--- config.mk ---
export PLATFORM = sky130hd
export DESIGN_NAME = sr_logic_top
export DESIGN_NICKNAME = d
export VERILOG_FILES = /design/src/sr_logic_pkg.sv /design/src/ff_link_if.sv /design/src/sr_ff_unit.sv /design/src/sr_logic_top.sv
export SDC_FILE = /design/constraint.sdc
export NUM_CORES = 2
export LEC_CHECK = 0
export ABC_AREA = 1
export BUFFER_PORTS_ARGS = -buffer_cell sky130_fd_sc_hd__buf_2
export CAP_MARGIN = 20
export CORE_AREA = 2 2 369 335
export CTS_CLUSTER_DIAMETER = 30
export DETAILED_ROUTE_END_ITERATION = 6
export DIE_AREA = 0 0 371 337
export PLACE_DENSITY = 0.53
export RECOVER_POWER = 100
export SYNTH_ARGS = -nofsm -noshare
export SYNTH_HDL_FRONTEND = slang
export SYNTH_SLANG_ARGS = --single-unit
--- constraint.sdc ---
create_clock -name mclk_i -period 5.19 [get_ports mclk_i]
set_clock_uncertainty 0.15 [all_clocks]
set_input_delay 0.2595 -clock mclk_i [delete_from_list [all_inputs] [get_ports mclk_i]]
set_output_delay 0.2595 -clock mclk_i [all_outputs]
set_load 0.02 [all_outputs]
--- src/sr_logic_pkg.sv ---
package sr_logic_pkg;

  // Timebase: one step of every delay is a tenth of a second
  localparam int unsigned CLK_HZ      = 100_000_000;
  localparam int unsigned TICK_MS     = 100;
  localparam int unsigned TICK_CYCLES = CLK_HZ / 1000 * TICK_MS;

  // Field widths
  localparam int unsigned ADDR_W = 8;
  localparam int unsigned DATA_W = 32;
  localparam int unsigned SEL_W  = 4;
  localparam int unsigned SRC_N  = 15;
  localparam int unsigned DLY_W  = 19;
  localparam int unsigned CNT_W  = 14;
  localparam int unsigned TOD_W  = 20;
  localparam int unsigned DATE_W = 16;
  localparam int unsigned FF_N   = 4;
  localparam int unsigned CTR_N  = 2;

  // Limits: 9:59:59.9 in tenths, and the top count
  localparam logic [DLY_W-1:0] DLY_MAX = 19'h57E3F;
  localparam logic [CNT_W-1:0] CNT_MAX = 14'h2710;

  // Priority encodings
  typedef enum logic [1:0] {
    PRIO_RESET = 2'h0,
    PRIO_SET   = 2'h1,
    PRIO_EDGE  = 2'h2
  } prio_e;

  // Word offsets
  localparam logic [ADDR_W-1:0] OFS_FF_MODE  = 8'h00;
  localparam logic [ADDR_W-1:0] OFS_FF_SEL   = 8'h04;
  localparam logic [ADDR_W-1:0] OFS_FF_SDLY  = 8'h08;
  localparam logic [ADDR_W-1:0] OFS_FF_RDLY  = 8'h0C;
  localparam logic [ADDR_W-1:0] OFS_FF_TMR   = 8'h10;
  localparam logic [ADDR_W-1:0] OFS_CTR_SEL  = 8'h14;
  localparam logic [ADDR_W-1:0] OFS_CTR_TRIP = 8'h16;
  localparam logic [ADDR_W-1:0] OFS_CTR_CNT  = 8'h18;
  localparam logic [ADDR_W-1:0] OFS_WIN_TON  = 8'h1A;
  localparam logic [ADDR_W-1:0] OFS_WIN_TOFF = 8'h1B;
  localparam logic [ADDR_W-1:0] OFS_WIN_DON  = 8'h1C;
  localparam logic [ADDR_W-1:0] OFS_WIN_DOFF = 8'h1D;
  localparam logic [ADDR_W-1:0] OFS_WIN_DAYS = 8'h1E;
  localparam logic [ADDR_W-1:0] OFS_STATUS   = 8'h1F;

  // Values after reset
  localparam logic [7:0]        RST_FF_MODES = 8'h90;
  localparam logic [DLY_W-1:0]  RST_DLY      = 19'h00000;
  localparam logic [CNT_W-1:0]  RST_TRIP     = 14'h0000;
  localparam logic [TOD_W-1:0]  RST_TOD      = 20'h00000;
  localparam logic [DATE_W-1:0] RST_DATE     = 16'h0000;
  localparam logic [6:0]        RST_DAYS     = 7'h7F;

endpackage

--- src/ff_link_if.sv ---
interface ff_link_if;
  logic [1:0]                     mode;
  logic [sr_logic_pkg::DLY_W-1:0] set_dly;
  logic [sr_logic_pkg::DLY_W-1:0] res_dly;
  logic                           set_lvl;
  logic                           res_lvl;
  logic                           tick;
  logic                           q;
  logic [sr_logic_pkg::DLY_W-1:0] tmr;

  modport unit (
    input  mode,
    input  set_dly,
    input  res_dly,
    input  set_lvl,
    input  res_lvl,
    input  tick,
    output q,
    output tmr
  );

  modport ctrl (
    output mode,
    output set_dly,
    output res_dly,
    output set_lvl,
    output res_lvl,
    output tick,
    input  q,
    input  tmr
  );
endinterface

--- src/sr_ff_unit.sv ---
module sr_ff_unit (
  // Clock and reset
  input  wire logic mclk_i,
  input  wire logic arst_n_i,
  // Configuration and levels
  ff_link_if.unit   lk
);

  logic [sr_logic_pkg::DLY_W-1:0] set_cnt;
  logic [sr_logic_pkg::DLY_W-1:0] res_cnt;
  logic                           set_dl;
  logic                           res_dl;
  logic                           set_q;
  logic                           res_q;
  logic                           q;
  wire                            set_ok;
  wire                            res_ok;
  wire                            set_rise;
  wire                            res_rise;
  wire                            both;
  wire                            next_q;

  // Delayed levels: input must stand for the full delay
  assign set_ok = lk.set_lvl && (set_cnt >= lk.set_dly);
  assign res_ok = lk.res_lvl && (res_cnt >= lk.res_dly);

  // Delay timers restart whenever their input drops
  always_ff @(posedge mclk_i or negedge arst_n_i)
  begin
    if (!arst_n_i)
    begin
      set_cnt <= sr_logic_pkg::RST_DLY;
      res_cnt <= sr_logic_pkg::RST_DLY;
    end
    else
    begin
      set_cnt <= !lk.set_lvl ? sr_logic_pkg::RST_DLY :
                 (lk.tick && !set_ok) ? set_cnt + 19'h00001 : set_cnt;
      res_cnt <= !lk.res_lvl ? sr_logic_pkg::RST_DLY :
                 (lk.tick && !res_ok) ? res_cnt + 19'h00001 : res_cnt;
    end
  end

  // Edges against last cycle's copy of the delayed levels
  assign set_rise = set_dl && !set_q;
  assign res_rise = res_dl && !res_q;
  assign both     = set_dl && res_dl;

  // Only an edge changes the output; levels alone hold it
  assign next_q =
    !(set_rise || res_rise) ? q :
    !both ? set_dl :
    (lk.mode == sr_logic_pkg::PRIO_SET) ? 1'b1 :
    (lk.mode == sr_logic_pkg::PRIO_EDGE) ?
      ((set_rise && res_rise) ? q : set_rise) :
    1'b0;

  always_ff @(posedge mclk_i or negedge arst_n_i)
  begin
    if (!arst_n_i)
    begin
      set_dl <= 1'b0;
      res_dl <= 1'b0;
      set_q  <= 1'b0;
      res_q  <= 1'b0;
      q      <= 1'b0;
    end
    else
    begin
      set_dl <= set_ok;
      res_dl <= res_ok;
      set_q  <= set_dl;
      res_q  <= res_dl;
      q      <= next_q;
    end
  end

  // Visible timer: the pending set delay, else the reset delay
  assign lk.q   = q;
  assign lk.tmr = lk.set_lvl && !set_ok ? set_cnt : res_cnt;

endmodule

--- src/sr_logic_top.sv ---
// The address-and-strobe port and the register offsets were left to the implementer.
module sr_logic_top #(
  parameter int unsigned TICK_CYCLES = sr_logic_pkg::TICK_CYCLES,
  parameter int unsigned SRC_N       = sr_logic_pkg::SRC_N
) (
  // Clock and reset
  input  wire logic                              mclk_i,
  input  wire logic                              arst_n_i,
  // Register port
  input  wire logic [sr_logic_pkg::ADDR_W-1:0]   addr_i,
  input  wire logic [sr_logic_pkg::DATA_W-1:0]   wdata_i,
  input  wire logic                              wr_i,
  input  wire logic                              rd_i,
  output logic      [sr_logic_pkg::DATA_W-1:0]   rdata_o,
  // Selectable signal sources
  input  wire logic [SRC_N-1:0]                  src_i,
  // Calendar from the real-time clock
  input  wire logic [sr_logic_pkg::TOD_W-1:0]    rtc_time_i,
  input  wire logic [sr_logic_pkg::DATE_W-1:0]   rtc_date_i,
  input  wire logic [2:0]                        rtc_weekday_i,
  // Function outputs
  output logic      [sr_logic_pkg::FF_N-1:0]     ff_out_o,
  output logic                                   counter_one_trip_out_o,
  output logic                                   counter_two_trip_out_o,
  output logic                                   window_out_o
);

  localparam int unsigned FF_N  = sr_logic_pkg::FF_N;
  localparam int unsigned CTR_N = sr_logic_pkg::CTR_N;
  localparam int unsigned DLY_W = sr_logic_pkg::DLY_W;
  localparam int unsigned CNT_W = sr_logic_pkg::CNT_W;
  localparam int unsigned TOD_W = sr_logic_pkg::TOD_W;
  localparam int unsigned DT_W  = sr_logic_pkg::DATE_W;
  localparam int unsigned DW    = sr_logic_pkg::DATA_W;

  // Pick one source; code zero is the off selection
  function automatic logic pick_src(input logic [SRC_N-1:0] src,
                                    input logic [3:0]       sel);
    logic r;
    r = 1'b0;
    if (sel != 4'h0 && 32'(sel) <= SRC_N)
    begin
      r = src[sel - 4'h1];
    end
    return r;
  endfunction

  // Clamp a written delay to the largest legal figure
  function automatic logic [DLY_W-1:0] clamp_dly(input logic [DW-1:0] v);
    return (v > 32'(sr_logic_pkg::DLY_MAX)) ?
           sr_logic_pkg::DLY_MAX : v[DLY_W-1:0];
  endfunction

  // Clamp a written trip value to the count range
  function automatic logic [CNT_W-1:0] clamp_cnt(input logic [DW-1:0] v);
    return (v > 32'(sr_logic_pkg::CNT_MAX)) ?
           sr_logic_pkg::CNT_MAX : v[CNT_W-1:0];
  endfunction

  // Software-visible settings
  logic [1:0]       ff_mode   [FF_N];
  logic [7:0]       ff_sel    [FF_N];
  logic [DLY_W-1:0] ff_sdly   [FF_N];
  logic [DLY_W-1:0] ff_rdly   [FF_N];
  logic [7:0]       ctr_sel   [CTR_N];
  logic [CNT_W-1:0] ctr_trip  [CTR_N];
  logic [TOD_W-1:0] win_ton;
  logic [TOD_W-1:0] win_toff;
  logic [DT_W-1:0]  win_don;
  logic [DT_W-1:0]  win_doff;
  logic [6:0]       win_days;

  // Function state
  logic [CNT_W-1:0] ctr_cnt   [CTR_N];
  logic [CTR_N-1:0] trig_q;
  logic [CTR_N-1:0] trip;
  logic             win_on;
  logic [31:0]      tick_cnt;
  logic             tick;

  wire  [FF_N-1:0]  ff_q;
  wire  [DLY_W-1:0] ff_tmr    [FF_N];
  wire  [CTR_N-1:0] trig_lvl;
  wire  [CTR_N-1:0] rst_lvl;
  wire  [CTR_N-1:0] trig_rise;
  wire  [CTR_N-1:0] next_trip;
  wire  [DW-1:0]    next_rdata;
  wire  [DW-1:0]    status;
  wire              on_hit;
  wire              off_hit;
  wire              day_ok;

  // Tenth-of-second timebase for all delays
  always_ff @(posedge mclk_i or negedge arst_n_i)
  begin
    if (!arst_n_i)
    begin
      tick_cnt <= 32'h00000000;
      tick     <= 1'b0;
    end
    else
    begin
      tick     <= (tick_cnt == TICK_CYCLES - 1);
      tick_cnt <= (tick_cnt == TICK_CYCLES - 1) ? 32'h00000000 :
                  tick_cnt + 32'h00000001;
    end
  end

  // Register writes; defaults give per-unit priorities
  always_ff @(posedge mclk_i or negedge arst_n_i)
  begin
    if (!arst_n_i)
    begin
      for (int i = 0; i < FF_N; i++)
      begin
        ff_mode[i] <= sr_logic_pkg::RST_FF_MODES[2*i +: 2];
        ff_sel[i]  <= 8'h00;
        ff_sdly[i] <= sr_logic_pkg::RST_DLY;
        ff_rdly[i] <= sr_logic_pkg::RST_DLY;
      end
      for (int c = 0; c < CTR_N; c++)
      begin
        ctr_sel[c]  <= 8'h00;
        ctr_trip[c] <= sr_logic_pkg::RST_TRIP;
      end
      win_ton  <= sr_logic_pkg::RST_TOD;
      win_toff <= sr_logic_pkg::RST_TOD;
      win_don  <= sr_logic_pkg::RST_DATE;
      win_doff <= sr_logic_pkg::RST_DATE;
      win_days <= sr_logic_pkg::RST_DAYS;
    end
    else if (wr_i)
    begin
      for (int i = 0; i < FF_N; i++)
      begin
        if (addr_i == sr_logic_pkg::OFS_FF_MODE + 8'(i))
        begin
          ff_mode[i] <= wdata_i[1:0];
        end
        if (addr_i == sr_logic_pkg::OFS_FF_SEL + 8'(i))
        begin
          ff_sel[i] <= wdata_i[7:0];
        end
        if (addr_i == sr_logic_pkg::OFS_FF_SDLY + 8'(i))
        begin
          ff_sdly[i] <= clamp_dly(wdata_i);
        end
        if (addr_i == sr_logic_pkg::OFS_FF_RDLY + 8'(i))
        begin
          ff_rdly[i] <= clamp_dly(wdata_i);
        end
      end
      for (int c = 0; c < CTR_N; c++)
      begin
        if (addr_i == sr_logic_pkg::OFS_CTR_SEL + 8'(c))
        begin
          ctr_sel[c] <= wdata_i[7:0];
        end
        if (addr_i == sr_logic_pkg::OFS_CTR_TRIP + 8'(c))
        begin
          ctr_trip[c] <= clamp_cnt(wdata_i);
        end
      end
      if (addr_i == sr_logic_pkg::OFS_WIN_TON)
      begin
        win_ton <= wdata_i[TOD_W-1:0];
      end
      if (addr_i == sr_logic_pkg::OFS_WIN_TOFF)
      begin
        win_toff <= wdata_i[TOD_W-1:0];
      end
      if (addr_i == sr_logic_pkg::OFS_WIN_DON)
      begin
        win_don <= wdata_i[DT_W-1:0];
      end
      if (addr_i == sr_logic_pkg::OFS_WIN_DOFF)
      begin
        win_doff <= wdata_i[DT_W-1:0];
      end
      if (addr_i == sr_logic_pkg::OFS_WIN_DAYS)
      begin
        win_days <= wdata_i[6:0];
      end
    end
  end

  // Four identical flip-flop units
  for (genvar g = 0; g < FF_N; g++)
  begin : g_ff
    ff_link_if lk ();

    assign lk.mode    = ff_mode[g];
    assign lk.set_dly = ff_sdly[g];
    assign lk.res_dly = ff_rdly[g];
    assign lk.set_lvl = pick_src(src_i, ff_sel[g][3:0]);
    assign lk.res_lvl = pick_src(src_i, ff_sel[g][7:4]);
    assign lk.tick    = tick;
    assign ff_q[g]    = lk.q;
    assign ff_tmr[g]  = lk.tmr;

    sr_ff_unit u_ff (
      .mclk_i   (mclk_i),
      .arst_n_i (arst_n_i),
      .lk       (lk.unit)
    );
  end

  // Counter sources and edges; fast sources may lose pulses
  for (genvar c = 0; c < CTR_N; c++)
  begin : g_ctr_sel
    assign trig_lvl[c]  = pick_src(src_i, ctr_sel[c][3:0]);
    assign rst_lvl[c]   = pick_src(src_i, ctr_sel[c][7:4]);
    assign trig_rise[c] = trig_lvl[c] && !trig_q[c];
    // Zero trip keeps the output high regardless of count
    assign next_trip[c] = (ctr_trip[c] == 14'h0000) ||
                          (ctr_cnt[c] == ctr_trip[c]);
  end

  // Both counters share one process, reset over any edge
  always_ff @(posedge mclk_i or negedge arst_n_i)
  begin
    if (!arst_n_i)
    begin
      for (int c = 0; c < CTR_N; c++)
      begin
        ctr_cnt[c] <= 14'h0000;
      end
      trig_q <= '0;
      trip   <= '0;
    end
    else
    begin
      trig_q <= trig_lvl;
      trip   <= next_trip;
      for (int c = 0; c < CTR_N; c++)
      begin
        if (rst_lvl[c])
        begin
          ctr_cnt[c] <= 14'h0000;
        end
        else if (trig_rise[c] && ctr_cnt[c] != sr_logic_pkg::CNT_MAX)
        begin
          ctr_cnt[c] <= ctr_cnt[c] + 14'h0001;
        end
      end
    end
  end

  // Calendar window; a backwards off date never switches off
  assign on_hit  = (rtc_date_i == win_don) && (rtc_time_i == win_ton);
  assign off_hit = (rtc_date_i == win_doff) && (rtc_time_i == win_toff) &&
                   !(win_doff < win_don);
  assign day_ok  = (rtc_weekday_i <= 3'h6) && win_days[rtc_weekday_i];

  always_ff @(posedge mclk_i or negedge arst_n_i)
  begin
    if (!arst_n_i)
    begin
      win_on       <= 1'b0;
      window_out_o <= 1'b0;
    end
    else
    begin
      win_on       <= on_hit ? 1'b1 : (off_hit ? 1'b0 : win_on);
      window_out_o <= win_on && day_ok;
    end
  end

  // Read decode; unmapped words read zero
  assign status = {25'h0000000, window_out_o, trip, ff_q};

  function automatic logic [DW-1:0] read_word(input logic [7:0] a);
    logic [DW-1:0] r;
    r = 32'h00000000;
    for (int i = 0; i < FF_N; i++)
    begin
      if (a == sr_logic_pkg::OFS_FF_MODE + 8'(i)) r = 32'(ff_mode[i]);
      if (a == sr_logic_pkg::OFS_FF_SEL + 8'(i))  r = 32'(ff_sel[i]);
      if (a == sr_logic_pkg::OFS_FF_SDLY + 8'(i)) r = 32'(ff_sdly[i]);
      if (a == sr_logic_pkg::OFS_FF_RDLY + 8'(i)) r = 32'(ff_rdly[i]);
      if (a == sr_logic_pkg::OFS_FF_TMR + 8'(i))  r = 32'(ff_tmr[i]);
    end
    for (int c = 0; c < CTR_N; c++)
    begin
      if (a == sr_logic_pkg::OFS_CTR_SEL + 8'(c))  r = 32'(ctr_sel[c]);
      if (a == sr_logic_pkg::OFS_CTR_TRIP + 8'(c)) r = 32'(ctr_trip[c]);
      if (a == sr_logic_pkg::OFS_CTR_CNT + 8'(c))  r = 32'(ctr_cnt[c]);
    end
    if (a == sr_logic_pkg::OFS_WIN_TON)  r = 32'(win_ton);
    if (a == sr_logic_pkg::OFS_WIN_TOFF) r = 32'(win_toff);
    if (a == sr_logic_pkg::OFS_WIN_DON)  r = 32'(win_don);
    if (a == sr_logic_pkg::OFS_WIN_DOFF) r = 32'(win_doff);
    if (a == sr_logic_pkg::OFS_WIN_DAYS) r = 32'(win_days);
    if (a == sr_logic_pkg::OFS_STATUS)   r = status;
    return r;
  endfunction

  assign next_rdata = rd_i ? read_word(addr_i) : 32'h00000000;

  // Read data stands only in the cycle after the strobe
  always_ff @(posedge mclk_i or negedge arst_n_i)
  begin
    if (!arst_n_i)
    begin
      rdata_o                <= 32'h00000000;
      ff_out_o               <= '0;
      counter_one_trip_out_o <= 1'b0;
      counter_two_trip_out_o <= 1'b0;
    end
    else
    begin
      rdata_o                <= next_rdata;
      ff_out_o               <= ff_q;
      counter_one_trip_out_o <= next_trip[0];
      counter_two_trip_out_o <= next_trip[1];
    end
  end

endmodule

==> metrics.txt <==
FFs w/ async S/R, synth=100%; crit path max fanout=15; Row Count=122; first-pass GRT wire length=204 mm; cell taking the most area after synthesis=dfrtp_1; failing checks=capacitance limit, slew limit; Unique masters post-synth=82; final count of hold timing violations=0; initial antenna violation count=5; Syn Area/Cell=7.53 µm²; FF-to-FF End=rdata_o[13]; DR WL/cell=19.7 µm; most frequent CP cell=o21ai_1; Worst setup EP type=flop; R2R depth=22; RR Startpoint=ff_sel[24]; flop2flop setup slack=around 0.33 ns; main flop type after synthesis=dfrtp_1; Worst Tran Pin Value=3.20 ns; Placer Congestion=0.935; die height=337 µm; Max clock buf depth=3; Die W=371 µm; WL final=133 mm; Die ar.=0.125 mm²; post-synth top area share=between 30 and 40%; vias in the first global route=33500; Port Buf Inserts=between 100 and 150; Mapped Cells=4800; slew margin rel.=-113%; IO Count=around 140; Final Critical Period=4.86 ns; CTS Buf Count=147; DP Worst Slack=0.396 ns; largest net degree at the start of global routing=136; Post-DRT Antenna Nets=0; drt first pass iters=5; vias=approximately 35000; EDFF count, synth=0; all-layer global routing usage=a little over a fifth; Via-to-Cell Ratio=5.13; hold depth=6; CP Depth=22; CTS root buf=clkbuf_16; MaxCap Viol Count=10; top-count cell post-synth=nand2_1; worst setup margin=roughly 0.33 ns; Synth Cell Area=between 0.03 and 0.04 mm²; total gr overflow=0; Final Cycle Share=between 90% and 100%; Synth Warn #=0; H-tree levels=4; Fmax=206 MHz; CP max stage delay=roughly 0.40 ns; routed wl met2=approximately 56 mm; Worst-path clk slew=0.05 ns; CP Launch Type=flop; Core Area=0.122 mm²; most area-consuming cells after synthesis=dfrtp_1, nand2_1, o21ai_0, inv_1, ha_1; post-CTS setup buffer count=0; kind of critical path=flop to flop; Layout Area Growth over Synthesis=21.5%; final setup violation count=0; post-synthesis register bit count=578; starting density of the core=29.7%; RSZ-0062 raised after global routing=no; Hold Path Class=primary input to flop; top sig layer=met5; met1 wire length=61.7 mm; share of cells above drive strength 1=8.96%; Pwr Density=around 370 mW/mm²; HP Start=src_i[14]; Top delay family on crit path=compound AO/OA/AOI/OAI gates; critical path buffer and inverter count=4; metal3 WL=approximately 10 mm; Lkg Pwr=between 15 and 20 nW; Clock Latency Late Sink=0.76 ns; cells along the critical path=inv_2 -> ha_1 -> inv_1 -> nand3_1 -> nand2_1 -> nor2_2 -> nor2_1 -> nor2_4 -> nand2_4 -> clkbuf_4 -> a21oi_1 -> o22ai_1 -> o21ai_1 -> o21ai_1 -> o21ai_1 -> o21ai_0 -> o21ai_1 -> o2111ai_1 -> a21oi_1 -> o2111ai_1 -> nand2_1 -> inv_1; Final HPWL DP=98.1 mm; clock sink count=578; initial drt markers=3313; post-synthesis sequential area ratio=40.0%; setup tns final=0 ns; Slew Limit Fails=638; Worst VDD drop=0.296 mV; DR DRC count=0; hold endpoint=trig_q[0]; most frequent cells after synthesis=nand2_1, o21ai_0, inv_1, dfrtp_1, a21oi_1; CTS tree=built; CP arrival=5.36 ns; Final nets=5322; Slowest-stage cell, CP=nor2_4; status=finished with violations; CP required=5.69 ns
[flip-flops by register name, summed over array words and instances, names as in the netlist, 7 cells and up]
| signal | count |
|---|---|
| win_don | 16 |
| ctr_trip | 28 |
| tick_cnt | 32 |
| g_ff.lk.set_dly | 76 |
| rdata_o | 20 |
| ctr_cnt | 28 |
| g_ff.u_ff.set_cnt | 76 |
| g_ff.lk.res_dly | 76 |
| g_ff.lk.mode | 8 |
| win_days | 7 |
| ff_sel | 32 |
| win_ton | 20 |
| win_toff | 20 |
| g_ff.u_ff.res_cnt | 76 |
| ctr_sel | 16 |
| win_doff | 16 |
[cells in the final DEF, fill, tap and decap left out, types with 10 or more instances in the layout]
cell type,count
nand2_1,970
o21ai_0,691
inv_1,687
dfrtp_1,568
a21oi_1,351
nor2_1,284
ha_1,200
nand3_1,182
clkbuf_16,149
nor3_1,111
buf_2,91
nand4_1,84
clkbuf_1,75
xnor2_1,57
xor2_1,46
buf_4,45
nor4_1,43
o21ai_1,40
dlygate4sd3_1,34
o211ai_1,28
a221oi_1,26
a211oi_1,25
clkinv_2,24
o22ai_1,23
bufinv_16,22
nor2_2,17
a31oi_1,17
o2111ai_1,17
clkbuf_8,17
clkinv_4,13
nor3b_1,12
conb_1,12
o21a_1,11
o31ai_1,11
clkinvlp_4,11
inv_2,10
[area by class of cell]
| cell class | instances | area (µm²) |
|---|---|---|
| timing repair buffer | 233 | 1390 |
| tap | 1612 | 2020 |
| sequential | 578 | 14500 |
| fill | 12700 | 77800 |
| inverter | 707 | 2660 |
| antenna | 3 | 7.51 |
| multi-input combinational | 3357 | 18100 |
| clock inverter | 86 | 1240 |
| clock buffer | 185 | 4030 |
[worst reg2reg max path: stages (launching register included)]
cell and delay [ns]:
dfrtp_1 0.35, inv_2 0.10, ha_1 0.38, inv_1 0.11, nand3_1 0.10, nand2_1 0.07, nor2_2 0.08, nor2_1 0.07
nor2_4 0.40, nand2_4 0.19, clkbuf_4 0.26, a21oi_1 0.25, o22ai_1 0.18, o21ai_1 0.20, o21ai_1 0.13, o21ai_1 0.26
o21ai_0 0.23, o21ai_1 0.37, o2111ai_1 0.24, a21oi_1 0.32, o2111ai_1 0.21, nand2_1 0.10, inv_1 0.04
[what timing repair did]
item                       in CTS  in global routing
hold endpoints to repair      450                  0
hold buffers                   35                  0
resized for setup               0                  1
setup endpoints to repair       0                  1
[layer usage]
metal | global-route usage [%] | up-vias
met5 | 0 | -
li1 | - | 16600
met3 | 4.29 | 267
met4 | 9.04 | 4
met1 | 29.8 | 16500
met2 | 31.6 | 1298
[stage by stage]
step	cell area (µm²)	power [mW]	cells	hold WS (ns)	util, %
3_3_place_gp	38700	6.53	6451	0.158	31.8
3_5_place_dp	38700	6.55	6451	0.156	31.8
2_1_floorplan	36200	5.94	4811	-0.186	-
6_report	43900	16.2	6761	0.114	36.1
4_1_cts	44300	16.4	6757	0.0316	36.4
5_1_grt	43900	16.8	6758	0.161	36.1
[power breakdown]
group / internal [mW] / total, mW / switching, mW
clock: 6.62 / 9.72 / 3.10
sequential: 4.76 / 5.00 / 0.233
combinational: 0.478 / 1.50 / 1.02
total: 11.9 / 16.2 / 4.36
[cells by family (layout without fill, tap and decap cells)]
| kind of cell | count (synthesis) | count (layout) | share of synthesized area (%) |
|---|---|---|---|
| multiplexers | 5 | 5 | 0.142 |
| AND/OR/NAND/NOR | 1742 | 1742 | 21.1 |
| other | 1 | 15 | 0.0104 |
| flip-flops | 578 | 578 | 40.0 |
| adder cells (fa/ha/maj) | 200 | 200 | 6.92 |
| AO/OA/AOI/OAI | 1294 | 1294 | 19.7 |
| buffers and inverters | 876 | 1211 | 9.60 |
| XOR/XNOR | 104 | 104 | 2.54 |
[how the worst max path moves through the flow]
stage | from | to | slack (ns)
detailed placement | ff_sel[24] | rdata_o[13] | 0.40
CTS | ff_sel[24] | rdata_o[13] | 0.39
global placement | ff_sel[16] | rdata_o[13] | 0.38
global route | ff_sel[16] | g_ff[1].u_ff.set_cnt[17] | 0.06
finish | ff_sel[24] | rdata_o[13] | 0.33
floorplan | ff_sel[8] | g_ff[2].u_ff.set_cnt[18] | 2.09
No activity file was read; power rests on OpenSTA's default activity.
